===== config.mk =====
export PLATFORM = sky130hd
export DESIGN_NAME = srx_top
export DESIGN_NICKNAME = d
export VERILOG_FILES = /design/src/include/srx_pkg.sv /design/src/include/srx_if.sv /design/src/verilog/srx_hold_timer.sv /design/src/verilog/srx_top.sv
export SDC_FILE = /design/constraint.sdc
export NUM_CORES = 1
export LEC_CHECK = 0
export BUFFER_PORTS_ARGS = -buffer_cell sky130_fd_sc_hd__buf_2
export CORE_MARGIN = 4
export CORE_UTILIZATION = 35
export CTS_CLUSTER_SIZE = 8
export DETAILED_ROUTE_END_ITERATION = 16
export PLACE_DENSITY = 0.69
export REMOVE_ABC_BUFFERS = 1
export SYNTH_ARGS = -nofsm -noshare
export SYNTH_HDL_FRONTEND = slang
export SYNTH_HIERARCHICAL = 1
export SYNTH_SLANG_ARGS = --single-unit

===== constraint.sdc =====
create_clock -name clk_in -period 2.1 [get_ports clk_in]
set_clock_uncertainty 0.2 [all_clocks]
set_input_delay 0.21 -clock clk_in [delete_from_list [all_inputs] [get_ports clk_in]]
set_output_delay 0.21 -clock clk_in [all_outputs]
set_load 0.05 [all_outputs]

===== src/include/srx_pkg.sv =====
/*
 * Shared constants for the remote reset and forced-stop input block.
 * Assumes a single 250 MHz clock and a remote input word laid out by station occupancy.
 */
package srx_pkg;
    localparam int unsigned CLK_MHZ = 250;
    localparam int unsigned HOLD_MS = 50;
    localparam int unsigned HOLD_CYCLES = HOLD_MS * 1000 * CLK_MHZ;
    localparam int unsigned HOLD_CNT_W = 24;
    localparam int unsigned REM_W = 64;
    localparam int unsigned BIT_ALM_CLR_ONE = 26;
    localparam int unsigned BIT_ALM_CLR_TWO = 58;
    localparam int unsigned BIT_SPEC_SEL = 42;
    localparam int unsigned BIT_ABS_INCR = 43;
    localparam int unsigned PARAM_W = 16;
    localparam int unsigned D1_DIGIT_LSB = 4;
    localparam int unsigned DIGIT_W = 4;
    localparam logic [3:0] D1_RESET_SHUTOFF = 4'h1;
    localparam int unsigned SYNC_STAGES = 3;
    localparam int unsigned STAT_W = 6;
    localparam int unsigned ST_ALARM = 0;
    localparam int unsigned ST_FSTOP = 1;
    localparam int unsigned ST_BASE_EN = 2;
    localparam int unsigned ST_DYN_BRAKE = 3;
    localparam int unsigned ST_INCR = 4;
    localparam int unsigned ST_REG_MODE = 5;
    typedef enum logic [0:0] {
        SRX_RUN = 1'b0,
        SRX_FSTOP = 1'b1
    } srx_stop_state_t;
endpackage


===== src/include/srx_if.sv =====
/*
 * Carrier between the top module and its reset hold timer.
 * Assumes both ends share clk_in.
 */
`timescale 1ns/1ns
interface srx_hold_if;
    logic hold_req;
    logic holding;
    logic clear_pulse;
    modport ctrl (output hold_req, input holding, input clear_pulse);
    modport timer (input hold_req, output holding, output clear_pulse);
endinterface // srx_hold_if


===== src/verilog/srx_hold_timer.sv =====
/*
 * Hold timer for the alarm-clear input: one pulse per continuous assertion.
 * Assumes hold_req is already synchronous to clk_in.
 */
`timescale 1ns/1ns
module srx_hold_timer #(
    parameter int unsigned HOLD_CYCLES = srx_pkg::HOLD_CYCLES
) (
    input wire logic clk_in,
    input wire logic srst_in,
    srx_hold_if.timer hold
);
    import srx_pkg::*;

    localparam logic [HOLD_CNT_W-1:0] LAST = HOLD_CNT_W'(HOLD_CYCLES - 1);

    logic [HOLD_CNT_W-1:0] count_reg;
    logic done_reg;
    logic pulse_reg;

    // Counting stops at the threshold so a long hold cannot fire twice.
    always_ff @(posedge clk_in) begin
        if (srst_in || !hold.hold_req) begin
            count_reg <= '0;
            done_reg <= 1'b0;
        end else if (!done_reg) begin
            if (count_reg == LAST) begin
                done_reg <= 1'b1;
            end else begin
                count_reg <= count_reg + HOLD_CNT_W'(1);
            end
        end
    end

    always_ff @(posedge clk_in) begin
        if (srst_in) begin
            pulse_reg <= 1'b0;
        end else begin
            pulse_reg <= hold.hold_req && !done_reg && (count_reg == LAST);
        end
    end

    assign hold.clear_pulse = pulse_reg;
    assign hold.holding = hold.hold_req;
endmodule // srx_hold_timer


===== src/verilog/srx_top.sv =====
/*
 * Remote position-mode select, alarm-clear input with hold time, and
 * connector-only forced stop for a servo amplifier network interface.
 * Assumes the remote word is synchronous to clk_in and the forced-stop pin is not.
 */
// Functional notes
// The absolute/incremental bit counts only in register specifying mode with the absolute command system configured.
// When that bit counts, low means absolute position data and high means incremental.
// The alarm-clear bit sits at one position for one station and another for two, and must be held 50 ms.
// Alarm classes marked non-clearable stay latched whatever the alarm-clear input does.
// By default the alarm-clear input with no alarm leaves the base drive on.
// With the reset-shutoff digit set, the alarm-clear input with no alarm turns the base drive off.
// The master must not use alarm-clear as a stop or assert it while the motor runs.
// Forced stop comes only from the connector pin, never from a remote bit.
// Forced stop going inactive enters the stop state: base drive off and dynamic brake on.
// The stop state is left when the forced-stop input returns active.
// Every status signal is given both as a remote output bit and as a connector output.
// The specifying-system bit picks point tables when low and register instruction codes when high.
// The hold counter restarts whenever the input drops, and the clear fires once per hold.
`timescale 1ns/1ns
module srx_top #(
    parameter int unsigned HOLD_CYCLES = srx_pkg::HOLD_CYCLES
) (
    input wire logic clk_in,
    input wire logic srst_in,
    input wire logic [srx_pkg::REM_W-1:0] remote_word_in,
    input wire logic two_station_in,
    input wire logic forced_stop_input_in,
    input wire logic abs_command_system_in,
    input wire logic [srx_pkg::PARAM_W-1:0] function_select_d1_param_in,
    input wire logic alarm_set_in,
    input wire logic alarm_clearable_in,
    output logic alarm_out,
    output logic alarm_clear_pulse_out,
    output logic base_drive_en_out,
    output logic dyn_brake_out,
    output logic forced_stop_state_out,
    output logic abs_incr_valid_out,
    output logic pos_incremental_out,
    output logic spec_register_mode_out,
    output logic [srx_pkg::STAT_W-1:0] status_remote_out,
    output logic [srx_pkg::STAT_W-1:0] status_ext_out
);
    import srx_pkg::*;

    srx_hold_if hold_bus ();

    logic [SYNC_STAGES-1:0] fstop_sync_reg;
    logic fstop_level_reg;
    srx_stop_state_t stop_state_reg;
    srx_stop_state_t stop_state_next;
    logic alarm_reg;
    logic alarm_fixed_reg;
    logic reset_req;
    logic shutoff_on_reset;
    logic base_en_reg;
    logic brake_reg;
    logic abs_valid_reg;
    logic incr_reg;
    logic reg_mode_reg;
    logic [STAT_W-1:0] status_reg;

    // The alarm-clear bit is taken from the position that the occupancy selects.
    assign reset_req = two_station_in ? remote_word_in[BIT_ALM_CLR_TWO]
                                      : remote_word_in[BIT_ALM_CLR_ONE];
    assign hold_bus.hold_req = reset_req;

    // The timer owns the hold count; this module only picks the bit to be timed.
    srx_hold_timer #(
        .HOLD_CYCLES(HOLD_CYCLES)
    ) u_hold (
        .clk_in(clk_in),
        .srst_in(srst_in),
        .hold(hold_bus)
    );

    // The pin is asynchronous; three stages, and a change counts once stages two and three agree.
    always_ff @(posedge clk_in) begin
        if (srst_in) begin
            fstop_sync_reg <= '0;
        end else begin
            fstop_sync_reg <= {fstop_sync_reg[SYNC_STAGES-2:0], forced_stop_input_in};
        end
    end

    // The level resets low so the amplifier starts stopped until the pin is seen active.
    always_ff @(posedge clk_in) begin
        if (srst_in) begin
            fstop_level_reg <= 1'b0;
        end else if (fstop_sync_reg[1] == fstop_sync_reg[2]) begin
            fstop_level_reg <= fstop_sync_reg[2];
        end
    end

    // The stop state follows the filtered pin level only, so no remote bit can reach it.
    always_comb begin
        stop_state_next = stop_state_reg;
        unique case (stop_state_reg)
            SRX_RUN: begin
                if (!fstop_level_reg) begin
                    stop_state_next = SRX_FSTOP;
                end
            end
            SRX_FSTOP: begin
                if (fstop_level_reg) begin
                    stop_state_next = SRX_RUN;
                end
            end
        endcase
    end

    // Reset lands in the stop state so the power stage stays off until the pin is proven active.
    always_ff @(posedge clk_in) begin
        if (srst_in) begin
            stop_state_reg <= SRX_FSTOP;
        end else begin
            stop_state_reg <= stop_state_next;
        end
    end

    // A new alarm in the clear cycle wins, so no alarm is lost.
    always_ff @(posedge clk_in) begin
        if (srst_in) begin
            alarm_reg <= 1'b0;
        end else if (alarm_set_in) begin
            alarm_reg <= 1'b1;
        end else if (hold_bus.clear_pulse && !alarm_fixed_reg) begin
            alarm_reg <= 1'b0;
        end
    end

    // Only a reset removes a latched class; the clear input has no path to it.
    always_ff @(posedge clk_in) begin
        if (srst_in) begin
            alarm_fixed_reg <= 1'b0;
        end else if (alarm_set_in && !alarm_clearable_in) begin
            alarm_fixed_reg <= 1'b1;
        end
    end

    assign shutoff_on_reset = function_select_d1_param_in[D1_DIGIT_LSB +: DIGIT_W]
                              == D1_RESET_SHUTOFF;

    // The brake follows the next state so it engages on the same edge as the state change.
    always_ff @(posedge clk_in) begin
        if (srst_in) begin
            brake_reg <= 1'b1;
        end else begin
            brake_reg <= (stop_state_next == SRX_FSTOP);
        end
    end

    // Shutoff under reset applies only while the input is held and no alarm is present.
    always_ff @(posedge clk_in) begin
        if (srst_in) begin
            base_en_reg <= 1'b0;
        end else if (stop_state_next == SRX_FSTOP || alarm_reg) begin
            base_en_reg <= 1'b0;
        end else if (hold_bus.holding && shutoff_on_reset) begin
            base_en_reg <= 1'b0;
        end else begin
            base_en_reg <= 1'b1;
        end
    end

    // Mode bits come straight from the remote word, which already runs on this clock.
    always_ff @(posedge clk_in) begin
        if (srst_in) begin
            reg_mode_reg <= 1'b0;
        end else begin
            reg_mode_reg <= remote_word_in[BIT_SPEC_SEL];
        end
    end

    // The select bit is ignored outside register mode with the absolute system configured.
    always_ff @(posedge clk_in) begin
        if (srst_in) begin
            abs_valid_reg <= 1'b0;
        end else begin
            abs_valid_reg <= remote_word_in[BIT_SPEC_SEL] && abs_command_system_in;
        end
    end

    // Incremental is reported only where the bit counts, so a stale bit never leaks through.
    always_ff @(posedge clk_in) begin
        if (srst_in) begin
            incr_reg <= 1'b0;
        end else begin
            incr_reg <= remote_word_in[BIT_SPEC_SEL] && abs_command_system_in
                        && remote_word_in[BIT_ABS_INCR];
        end
    end

    // One register feeds both the network bits and the connector pins so they never disagree.
    always_ff @(posedge clk_in) begin
        if (srst_in) begin
            status_reg <= '0;
        end else begin
            status_reg[ST_ALARM] <= alarm_reg;
            status_reg[ST_FSTOP] <= (stop_state_reg == SRX_FSTOP);
            status_reg[ST_BASE_EN] <= base_en_reg;
            status_reg[ST_DYN_BRAKE] <= brake_reg;
            status_reg[ST_INCR] <= incr_reg;
            status_reg[ST_REG_MODE] <= reg_mode_reg;
        end
    end

    // The single outputs lead the status word by one cycle.
    assign status_remote_out = status_reg;
    assign status_ext_out = status_reg;
    assign alarm_out = alarm_reg;
    assign alarm_clear_pulse_out = hold_bus.clear_pulse;
    assign base_drive_en_out = base_en_reg;
    assign dyn_brake_out = brake_reg;
    assign forced_stop_state_out = (stop_state_reg == SRX_FSTOP);
    assign abs_incr_valid_out = abs_valid_reg;
    assign pos_incremental_out = incr_reg;
    assign spec_register_mode_out = reg_mode_reg;
endmodule // srx_top


==> results of run 1 <==
==> metrics by stage <==
step | total power [mW] | instances
3_5_place_dp | 0.9431 | 311
3_3_place_gp | 0.9417 | 311
5_1_grt | 1.629 | 326
4_1_cts | 1.579 | 325
6_report | 1.564 | 326
2_1_floorplan | 0.9021 | 184
==> kinds of logic after synthesis <==
logic type | share of synthesized area, %
simple gates | 30.32
flops | 46.09
compound gates | 10.49
buf+inv | 6.995
xor+xnor | 4.801
mux | 0.6172
fa+ha+maj | 0.6858
==> worst paths after layout <==
kind	startpoint	end	slack (ns)	cells after the start
max	u_hold/count_reg[13]	u_hold/count_reg[17]	0.03	5
min	alarm_clearable_in	alarm_fixed_reg	0.004	4
max reg2reg	u_hold/count_reg[13]	u_hold/count_reg[17]	0.03	5
min reg2reg	fstop_sync_reg[0]	fstop_sync_reg[1]	0.25	1
==> Yosys cell counts (all sizes together), types with 6 or more instances <==
cell   count
nand2     11
dfxtp     42
nand3     12
a21oi     13
inv        6
o21ai      9
or4        7
buf       12
nor2      16
or3        7
nor2b     11
==> metal layers <==
metal  vias up  share of wire [%]
met3         4                6.7
met4         0               0.99
met1       758                 46
met2        47                 46
li1        810                  -
met5         -                  0
==> worst max-delay path: cells and delay by family, from the launching register on <==
kind	cells	cell delay, ns
flops	1	0.36
compound gates	1	0.14
simple gates	4	1.31
==> timing repair <==
action / CTS / global route
pin swaps: 2 / 4
hold buffers: 5 / 0
buffers inserted: 1 / 1
setup endpoints to repair: 8 / 8
hold endpoints to repair: 6 / 0
resized for setup: 8 / 11
==> where the power goes <==
part	switching, mW	total, mW	leakage [nW]	internal (mW)
registers	0.00746	0.816	0.344	0.809
clock network	0.275	0.629	0.0514	0.354
logic	0.0769	0.119	0.515	0.0420
total	0.359	1.56	0.911	1.21
==> cell type report <==
| class | count | area (µm²) |
|---|---|---|
| clock buffers | 6 | 72.57 |
| clock inverters | 2 | 37.54 |
| fillers | 482 | 2680 |
| inverters | 6 | 22.52 |
| multi-input cells | 136 | 917.1 |
| flip-flops and latches | 42 | 849.6 |
| well taps | 70 | 87.58 |
| repair buffers | 64 | 407.9 |
==> cells in the final DEF, fill, tap and decap left out, drive strengths merged, types with 6 or more instances in the layout <==
cell type	count
nand3	12
dfxtp	42
buf	59
nor2	16
inv	6
nor2b	11
nand2	11
o21ai	9
or4	7
a21oi	13
clkbuf	6
or3	7
==> metrics.yaml, run 1 <==
grt_overflow: 0
wl_per_cell_um: 12.09
grt_pass1_wl_um: 6527
run_status: "finished clean"
peakVddDrop_uv: 487.5
use_met1_pct: 15.83
fmax_ghz: 0.4825
synth_ff_type: "dfxtp_1"
hpwlAfterDp_um: 2767
finalSetupViolCount: 0
areaGrowthSynthToFinish_pct: 31.28
power_density_nw_per_um2: 653.3
die_h_um: 80.20
hold_class: "input pin to register"
timing.final.max_slew_violations: 0
met3_usage_pct: 4.933
rsz0062_at_grt: "true"
cts_max_level: 2
num_io_pins: 107
routed_wl_um: 3942
yosysSeqAreaShare_pct: 46.09
setup_ws_ns: 0.02729
grt_use_total_pct: 12.93
synth-async-reset-ratio_pct: 0
crit_required_ns: 2.13
gp_congestion: 0.7347
crit_type: "register to register"
yosysUniqueCellTypes: 46
yosysTopAreaCellShare_pct: 46.09
drive_above_1_share_pct: 36.33
insertion_delay_ns: 0.30
antenna_found_initial: 0
stdcell_area_um2: 2395
root_buffer: "clkbuf_8"
start_util_pct: 35.95
largest_reg_flops: 24
coreArea_um2: 5075
hold_ws_ns: 0.004459
slowest_stage: "or4_4"
netlist_instances: 199
tritoncts: "yes"
dr.pass1.iters: 4
tns_ns: 0
power_leakage_nw: 0.9109
clockBufferDepth: 2
row_count: 26
syn_avg_cell_area_um2: 9.167
min_period_over_period_pct: 98.70
worst_pin_slew_ns: 0.2967
placement.cell_area_um2: 2156
maxCapViolations: 0
yosysWarningCount: 6
place_ws_ns: -0.08130
die_w_um: 80.20
ys_ff_latch: 42
slowest_delay_ns: 0.53
detail_route.drc_violations: 0
via_count: 1619
slew_headroom_pct: 80.04
fin_crit_ns: 2.073
io_buffers: 34
crit_fanout: 4
clkTransAtPathRegs_ns: 0.08
synth_top_cell_by_area: "dfxtp_1"
worstPathCellList: "nand4_2, or4_4, or3_4, or3_1, a21oi_1"
synth_area_um2: 1824
globalRoute.busiestLayer: "met2"
layout.nets: 343
avgViaCountPerCell: 4.966
first_global_vias: 1434
grt_max_degree: 24
cts_num_sinks: 42
cp-start-kind: "register"
n_antenna_cell: 0
final_core_util_pct: 47.19
crit_path_end_kind: "register"
hold_viol_final: 0
drt_iter0_drc: 66
antenna_left: 0
cts_made_buffers: 5
synth_edf_count: 0
crit_arrival_ns: 2.10
synth_area_leaders: "dfxtp_1 46%, buf_4 4.5%, a21oi_1 3.6%, nor2b_1 3.4%, nand3_1 3.3%"
die-area_um2: 6431
met2_usage_pct: 20.61
Power figures use the tool's default switching activity.
==> run 2: changes to the inputs <==
--- a/config.mk
+++ b/config.mk
@@ -6,6 +6,7 @@
 export NUM_CORES = 1
 export LEC_CHECK = 0
 export BUFFER_PORTS_ARGS = -buffer_cell sky130_fd_sc_hd__buf_2
+export CORE_ASPECT_RATIO = 0.9
 export CORE_MARGIN = 4
 export CORE_UTILIZATION = 35
 export CTS_CLUSTER_SIZE = 8
==> run 2 against run 1 <==
Compared with the run above: non-clock buffer count fell by 2; register-to-register slack about the same; die area about the same; largest cell class unchanged; combinational power is essentially flat; power shrank 0.24%.
==> metrics.yaml, run 2 (synthesis gave the netlist of run 1 again) <==
run_status: "finished clean"
min_period_over_period_pct: 99.21  # +0.51 points
antenna_left: 0  # unchanged
worstPathCellList: "ha_4, nor3b_4, nand4b_1, nor4_2, buf_4, or4_2, a21oi_2"
root_buffer: "clkbuf_8"
routed_wl_um: 3829  # -2.9%
crit_type: "register to register"
antenna_found_initial: 0  # unchanged
hold_class: "input pin to register"
grt_pass1_wl_um: 6589  # +0.95%
intPower_mw: 1.206  # about the same
cts_setup_buffers: 0  # -1
final_core_util_pct: 48.11  # +0.92 points
clkTransAtPathRegs_ns: 0.08  # about the same
wl_per_cell_um: 12.00  # -0.74%
crit_fanout: 7  # +3
reg2reg_slack_ns: 0.02  # about the same
grt_max_degree: 24  # unchanged
slowest_delay_ns: 0.62  # +0.09 ns
peakVddDrop_uv: 351.4  # -28%
pwr-share-clk_pct: 40.1  # about the same
row_count: 24  # -7.7%
power_density_nw_per_um2: 654.8  # +0.24%
final_common_cell: "buf_2"
detail_route.drc_violations: 0  # unchanged
die-area_um2: 6433  # about the same
cp_num_buf_inv: 1  # +1
layout.nets: 341  # -0.58%
grt_overflow: 0  # unchanged
crit_required_ns: 2.13  # about the same
fin_crit_ns: 2.083  # +0.01070 ns
start_util_pct: 36.82  # +0.87 points
coreArea_um2: 4955  # -2.4%
io_buffers: 34  # unchanged
power_leakage_nw: 0.9030  # -0.87%
crit_path_end_kind: "register"
die_h_um: 76.49  # -4.6%
drt_iter0_drc: 102  # +55%
worst_pin_slew_ns: 0.3181  # +0.02144 ns
n_antenna_cell: 0  # unchanged
tritoncts: "yes"
gp_congestion: 0.7900  # +7.5%
clockBufferDepth: 2  # unchanged
slew_headroom_pct: 78.75  # -1.3 points
p_switching_mw: 0.3550  # -1.1%
num_io_pins: 107  # unchanged
dr.pass1.iters: 4  # unchanged
cts_max_level: 2  # unchanged
hold_ws_ns: 0.01812  # +0.01366 ns
hpwlAfterDp_um: 2752  # -0.54%
crit_arrival_ns: 2.11  # about the same
netSwitchingFraction_pct: 22.74  # -0.21 points
drive_above_1_share_pct: 36.22  # -0.11 points
final_cell_mix: "34 x buf_2, 33 x dfxtp_1, 22 x buf_4"
fmax_ghz: 0.4800  # -0.51%
largest_reg_flops: 24  # unchanged
rsz0062_at_grt: "true"
grt_use_total_pct: 12.17  # -0.77 points
first_global_vias: 1529  # +6.6%
finalSetupViolCount: 0  # unchanged
pwr-share-comb_pct: 7.6  # about the same
cts_num_sinks: 42  # unchanged
sequentialPowerShare_pct: 52.3  # about the same
slowest_stage: "or4_2"
cp-start-kind: "register"
via_count: 1569  # -3.1%
tns_ns: 0  # unchanged
p_total_mw: 1.561  # -0.24%
path_delay_family: "simple AND/OR/NAND/NOR gates"
cts_made_buffers: 5  # unchanged
insertion_delay_ns: 0.29  # about the same
hold_viol_final: 0  # unchanged
timing.final.max_slew_violations: 0  # unchanged
avgViaCountPerCell: 4.918  # -0.96%
areaGrowthSynthToFinish_pct: 30.66
maxCapViolations: 0  # unchanged
die_w_um: 84.10  # +4.9%
-- run 2: through the flow --
step / setup slack [ns] / cells / area (µm²)
final: 0.01659 / 319 / 2384
after global routing: -0.04733 / 319 / 2384
after CTS: -0.01494 / 319 / 2316
after detailed placement: -0.1228 / 306 / 2150
after global placement: -0.08953 / 306 / 2150
after floorplan: -0.7530 / 184 / 1719
-- run 2: cell type report --
cell class | instances | area, µm²
Multi-Input combinational cell | 136 | 920.9
Inverter | 6 | 22.52
Sequential cell | 42 | 852.1
Clock buffer | 6 | 72.57
Tap cell | 65 | 81.33
Clock inverter | 2 | 37.54
Fill cell | 468 | 2571
Timing Repair Buffer | 62 | 396.6
-- run 2: worst reg2reg max path, cell delays in order (launching register included) --
cell	delay, ns
dfxtp_2	0.34
ha_4	0.16
nor3b_4	0.14
nand4b_1	0.18
nor4_2	0.08
buf_4	0.17
or4_2	0.62
a21oi_2	0.13
-- run 2: power by group through the flow --
stage                     clock [mW]  sequential [mW]  combinational [mW]
after floorplan                    0            0.877              0.0252
after global placement             0            0.833               0.109
after detailed placement           0            0.834               0.111
after CTS                      0.645            0.815               0.119
after global routing           0.670            0.818               0.129
final                          0.625            0.816               0.119
-- run 2: timing repair --
action / 4_1_cts / 5_1_grt
pin swaps: 1 / 5
hold buffers: 5 / 0
gates resized for setup: 3 / 19
endpoints found under the setup margin: 11 / 15
hold endpoints to repair: 6 / 0
gates cloned: 0 / 0
-- run 2: worst paths after layout --
kind,startpoint,to,cells past startpoint
worst max-delay path,u_hold/count_reg[0],u_hold/count_reg[15],7
worst min-delay path,alarm_clearable_in,alarm_fixed_reg,4
worst max register to register,u_hold/count_reg[0],u_hold/count_reg[15],7
worst min register to register,fstop_level_reg,dyn_brake_out,1
-- run 2: metal layers --
| metal | routed length, µm | share of wire, % | GRT usage [%] |
|---|---|---|---|
| met5 | 0 | 0 | 0 |
| met3 | 112 | 2.9 | 2.486 |
| met1 | 1781 | 47 | 14.82 |
| met2 | 1895 | 49 | 20.98 |
| met4 | 40 | 1.0 | 4.502 |
==> run 3: changes to the inputs <==
--- a/config.mk
+++ b/config.mk
@@ -6,9 +6,9 @@
 export NUM_CORES = 1
 export LEC_CHECK = 0
 export BUFFER_PORTS_ARGS = -buffer_cell sky130_fd_sc_hd__buf_2
-export CORE_ASPECT_RATIO = 0.9
 export CORE_MARGIN = 4
 export CORE_UTILIZATION = 35
+export CTS_BUF_LIST = sky130_fd_sc_hd__clkbuf_4 sky130_fd_sc_hd__clkbuf_8
 export CTS_CLUSTER_SIZE = 8
 export DETAILED_ROUTE_END_ITERATION = 16
 export PLACE_DENSITY = 0.69
==> run 3 against run 2 <==
Compared with the run above: the flow now finishes with violations (negative setup slack); combinational power about the same; final cell count is 1.9% higher; wire length grew 1.4%; via count rose by 2.4%; hold slack worse by 0.0096 ns; sequential power about the same; power grew 0.76%; fmax shrank 1.0%; die area about the same; register-to-register slack got worse by 0.02 ns; critical path depth decreased by 2; critical endpoint is now u_hold/hold.clear_pulse.
==> metrics.yaml, run 3 (synthesis gave the netlist of run 1 again) <==
worst_pin_slew_ns: 0.2917  # -0.02642 ns
detail_route.drc_violations: 0  # unchanged
slowest_delay_ns: 0.65  # +0.03 ns
hold_ws_ns: 0.008501  # -0.009623 ns
final_cell_mix: "35 x dfxtp_1, 34 x buf_2, 24 x buf_4"
rsz0062_at_grt: "true"
cts_max_level: 2  # unchanged
holdPathEnd: "alarm_fixed_reg"
min_period_over_period_pct: 100.2  # +1.0 points
avgViaCountPerCell: 4.942  # +0.47%
die_h_um: 80.20  # +4.8%
final_core_util_pct: 46.89  # -1.2 points
sequentialPowerShare_pct: 51.9  # -0.4 points
setup_ws_ns: -0.005095  # -0.02168 ns
num_io_pins: 107  # unchanged
final_common_cell: "dfxtp_1"
die_w_um: 80.20  # -4.6%
run_status: "finished, violations left"
worstHoldStart: "alarm_clearable_in"
p_switching_mw: 0.3553  # about the same
dr.pass1.iters: 4  # unchanged
crit_type: "register to register"
power_density_nw_per_um2: 660.8  # +0.92%
hold_viol_final: 0  # unchanged
root_buffer: "clkbuf_8"
gp_congestion: 0.7347  # -7.0%
crit_arrival_ns: 2.13  # +0.02 ns
largest_reg_flops: 24  # unchanged
insertion_delay_ns: 0.29  # about the same
fmax_ghz: 0.4750  # -1.0%
slew_headroom_pct: 80.28  # +1.5 points
grt_pass1_wl_um: 6541  # -0.73%
drt_iter0_drc: 102  # unchanged
hold-path-cell-count: 4  # unchanged
intPower_mw: 1.217  # +0.95%
crit_fanout: 3  # -4
grt_use_total_pct: 12.91  # +0.74 points
layout.cells.non_filler: 325  # +1.9%
io_buffers: 34  # unchanged
stdcell_area_um2: 2380  # -0.16%
maxCapViolations: 0  # unchanged
crit_required_ns: 2.13  # about the same
antenna_left: 0  # unchanged
row_count: 26  # +8.3%
clkTransAtPathRegs_ns: 0.08  # about the same
crit_path_end_kind: "register"
tritoncts: "yes"
violations: "negative setup slack"
timing.final.max_slew_violations: 0  # unchanged
grt_max_degree: 24  # unchanged
wl_per_cell_um: 11.95  # -0.46%
netSwitchingFraction_pct: 22.59  # -0.15 points
hold_class: "input pin to register"
cts_made_buffers: 5  # unchanged
final.fill_count: 486  # +3.8%
grt_overflow: 0  # unchanged
antenna_found_initial: 0  # unchanged
dpl.cell_count: 311  # +1.6%
p_total_mw: 1.573  # +0.76%
coreArea_um2: 5075  # +2.4%
slowest_stage: "or4_2"
areaGrowthSynthToFinish_pct: 30.45
power_leakage_nw: 0.9041  # +0.13%
reg2reg_slack_ns: -0.005  # -0.02 ns
peakVddDrop_uv: 508.0  # +45%
die-area_um2: 6431  # about the same
layout.nets: 342  # +0.29%
worstPathCellList: "nor4b_1, nand4b_1, buf_4, or4_2, nor3_2"
first_global_vias: 1444  # -5.6%
cp-start-kind: "register"
placement.cell_area_um2: 2156  # +0.29%
reg2reg_depth: 5  # -2
fin_crit_ns: 2.105  # +0.02168 ns
drive_above_1_share_pct: 36.08  # -0.14 points
cts_num_sinks: 42  # unchanged
n_antenna_cell: 0  # unchanged
hpwlAfterDp_um: 2767  # +0.55%
via_count: 1606  # +2.4%
reg2reg_from: "u_hold/count_reg[8]"
clockBufferDepth: 2  # unchanged
r2r-end: "u_hold/hold.clear_pulse"
finalSetupViolCount: 1  # +1
start_util_pct: 35.95  # -0.87 points
routed_wl_um: 3883  # +1.4%
pwr-share-comb_pct: 7.5  # about the same
pwr-share-clk_pct: 40.6  # +0.5 points
run 3: critical path, delay by kind of cell, from the launching register on:
family	cells	cell delay, ns
AND/OR/NAND/NOR	4	1.32
buffers and inverters	1	0.19
flip-flops	1	0.33
run 3: area by class of cell:
class                           count  area [µm²]  area share (%)
Multi-Input combinational cell    136       905.9           38.07
Sequential cell                    42       849.6           35.70
Timing Repair Buffer               63       400.4           16.82
Tap cell                           70       87.58           3.680
Clock buffer                        6       76.32           3.207
Clock inverter                      2       37.54           1.577
Inverter                            6       22.52          0.9464
run 3: per-stage QoR:
step	setup slack, ns	TNS [ns]
floorplan	-0.7530	-7.828
global placement	-0.05801	-0.1321
detailed placement	-0.08130	-0.2203
CTS	0.003976	0
global route	-0.03912	-0.09924
finish	-0.005095	-0.005095
run 3: power by group through the flow:
stage	Sequential (mW)	Combinational, mW	Clock, mW
after global placement	0.834	0.108	0
after global routing	0.819	0.125	0.695
after detailed placement	0.834	0.109	0
after floorplan	0.877	0.0252	0
after CTS	0.817	0.117	0.656
final	0.817	0.117	0.639
run 3: routing by layer:
layer / vias to the layer above / wire (µm) / global-route usage (%)
met5: - / 0 / 0
met4: 0 / 38 / 4.054
met3: 4 / 253 / 4.933
met2: 44 / 1801 / 20.70
met1: 750 / 1790 / 15.89
li1: 808 / - / -
run 3: timing repair:
action,4_1_cts,5_1_grt
hold buffers,5,0
setup endpoints to repair,8,8
endpoints found under the hold margin,6,0
buffers inserted,1,0
pin swaps,2,3
resized for setup,8,8
run 3: how the worst max path moves through the flow:
| stage | startpoint | endpoint | slack (ns) | cells after the start |
|---|---|---|---|---|
| 6_report | u_hold/count_reg[8] | u_hold/hold.clear_pulse | -0.005 | 5 |
| 5_1_grt | u_hold/count_reg[0] | u_hold/hold.clear_pulse | -0.04 | 6 |
| 4_1_cts | u_hold/count_reg[8] | u_hold/hold.clear_pulse | 0.004 | 5 |
| 3_5_place_dp | u_hold/count_reg[1] | u_hold/count_reg[9] | -0.08 | 6 |
| 3_3_place_gp | u_hold/count_reg[1] | u_hold/count_reg[9] | -0.06 | 6 |
| 2_1_floorplan | u_hold/count_reg[0] | u_hold/count_reg[15] | -0.75 | 6 |
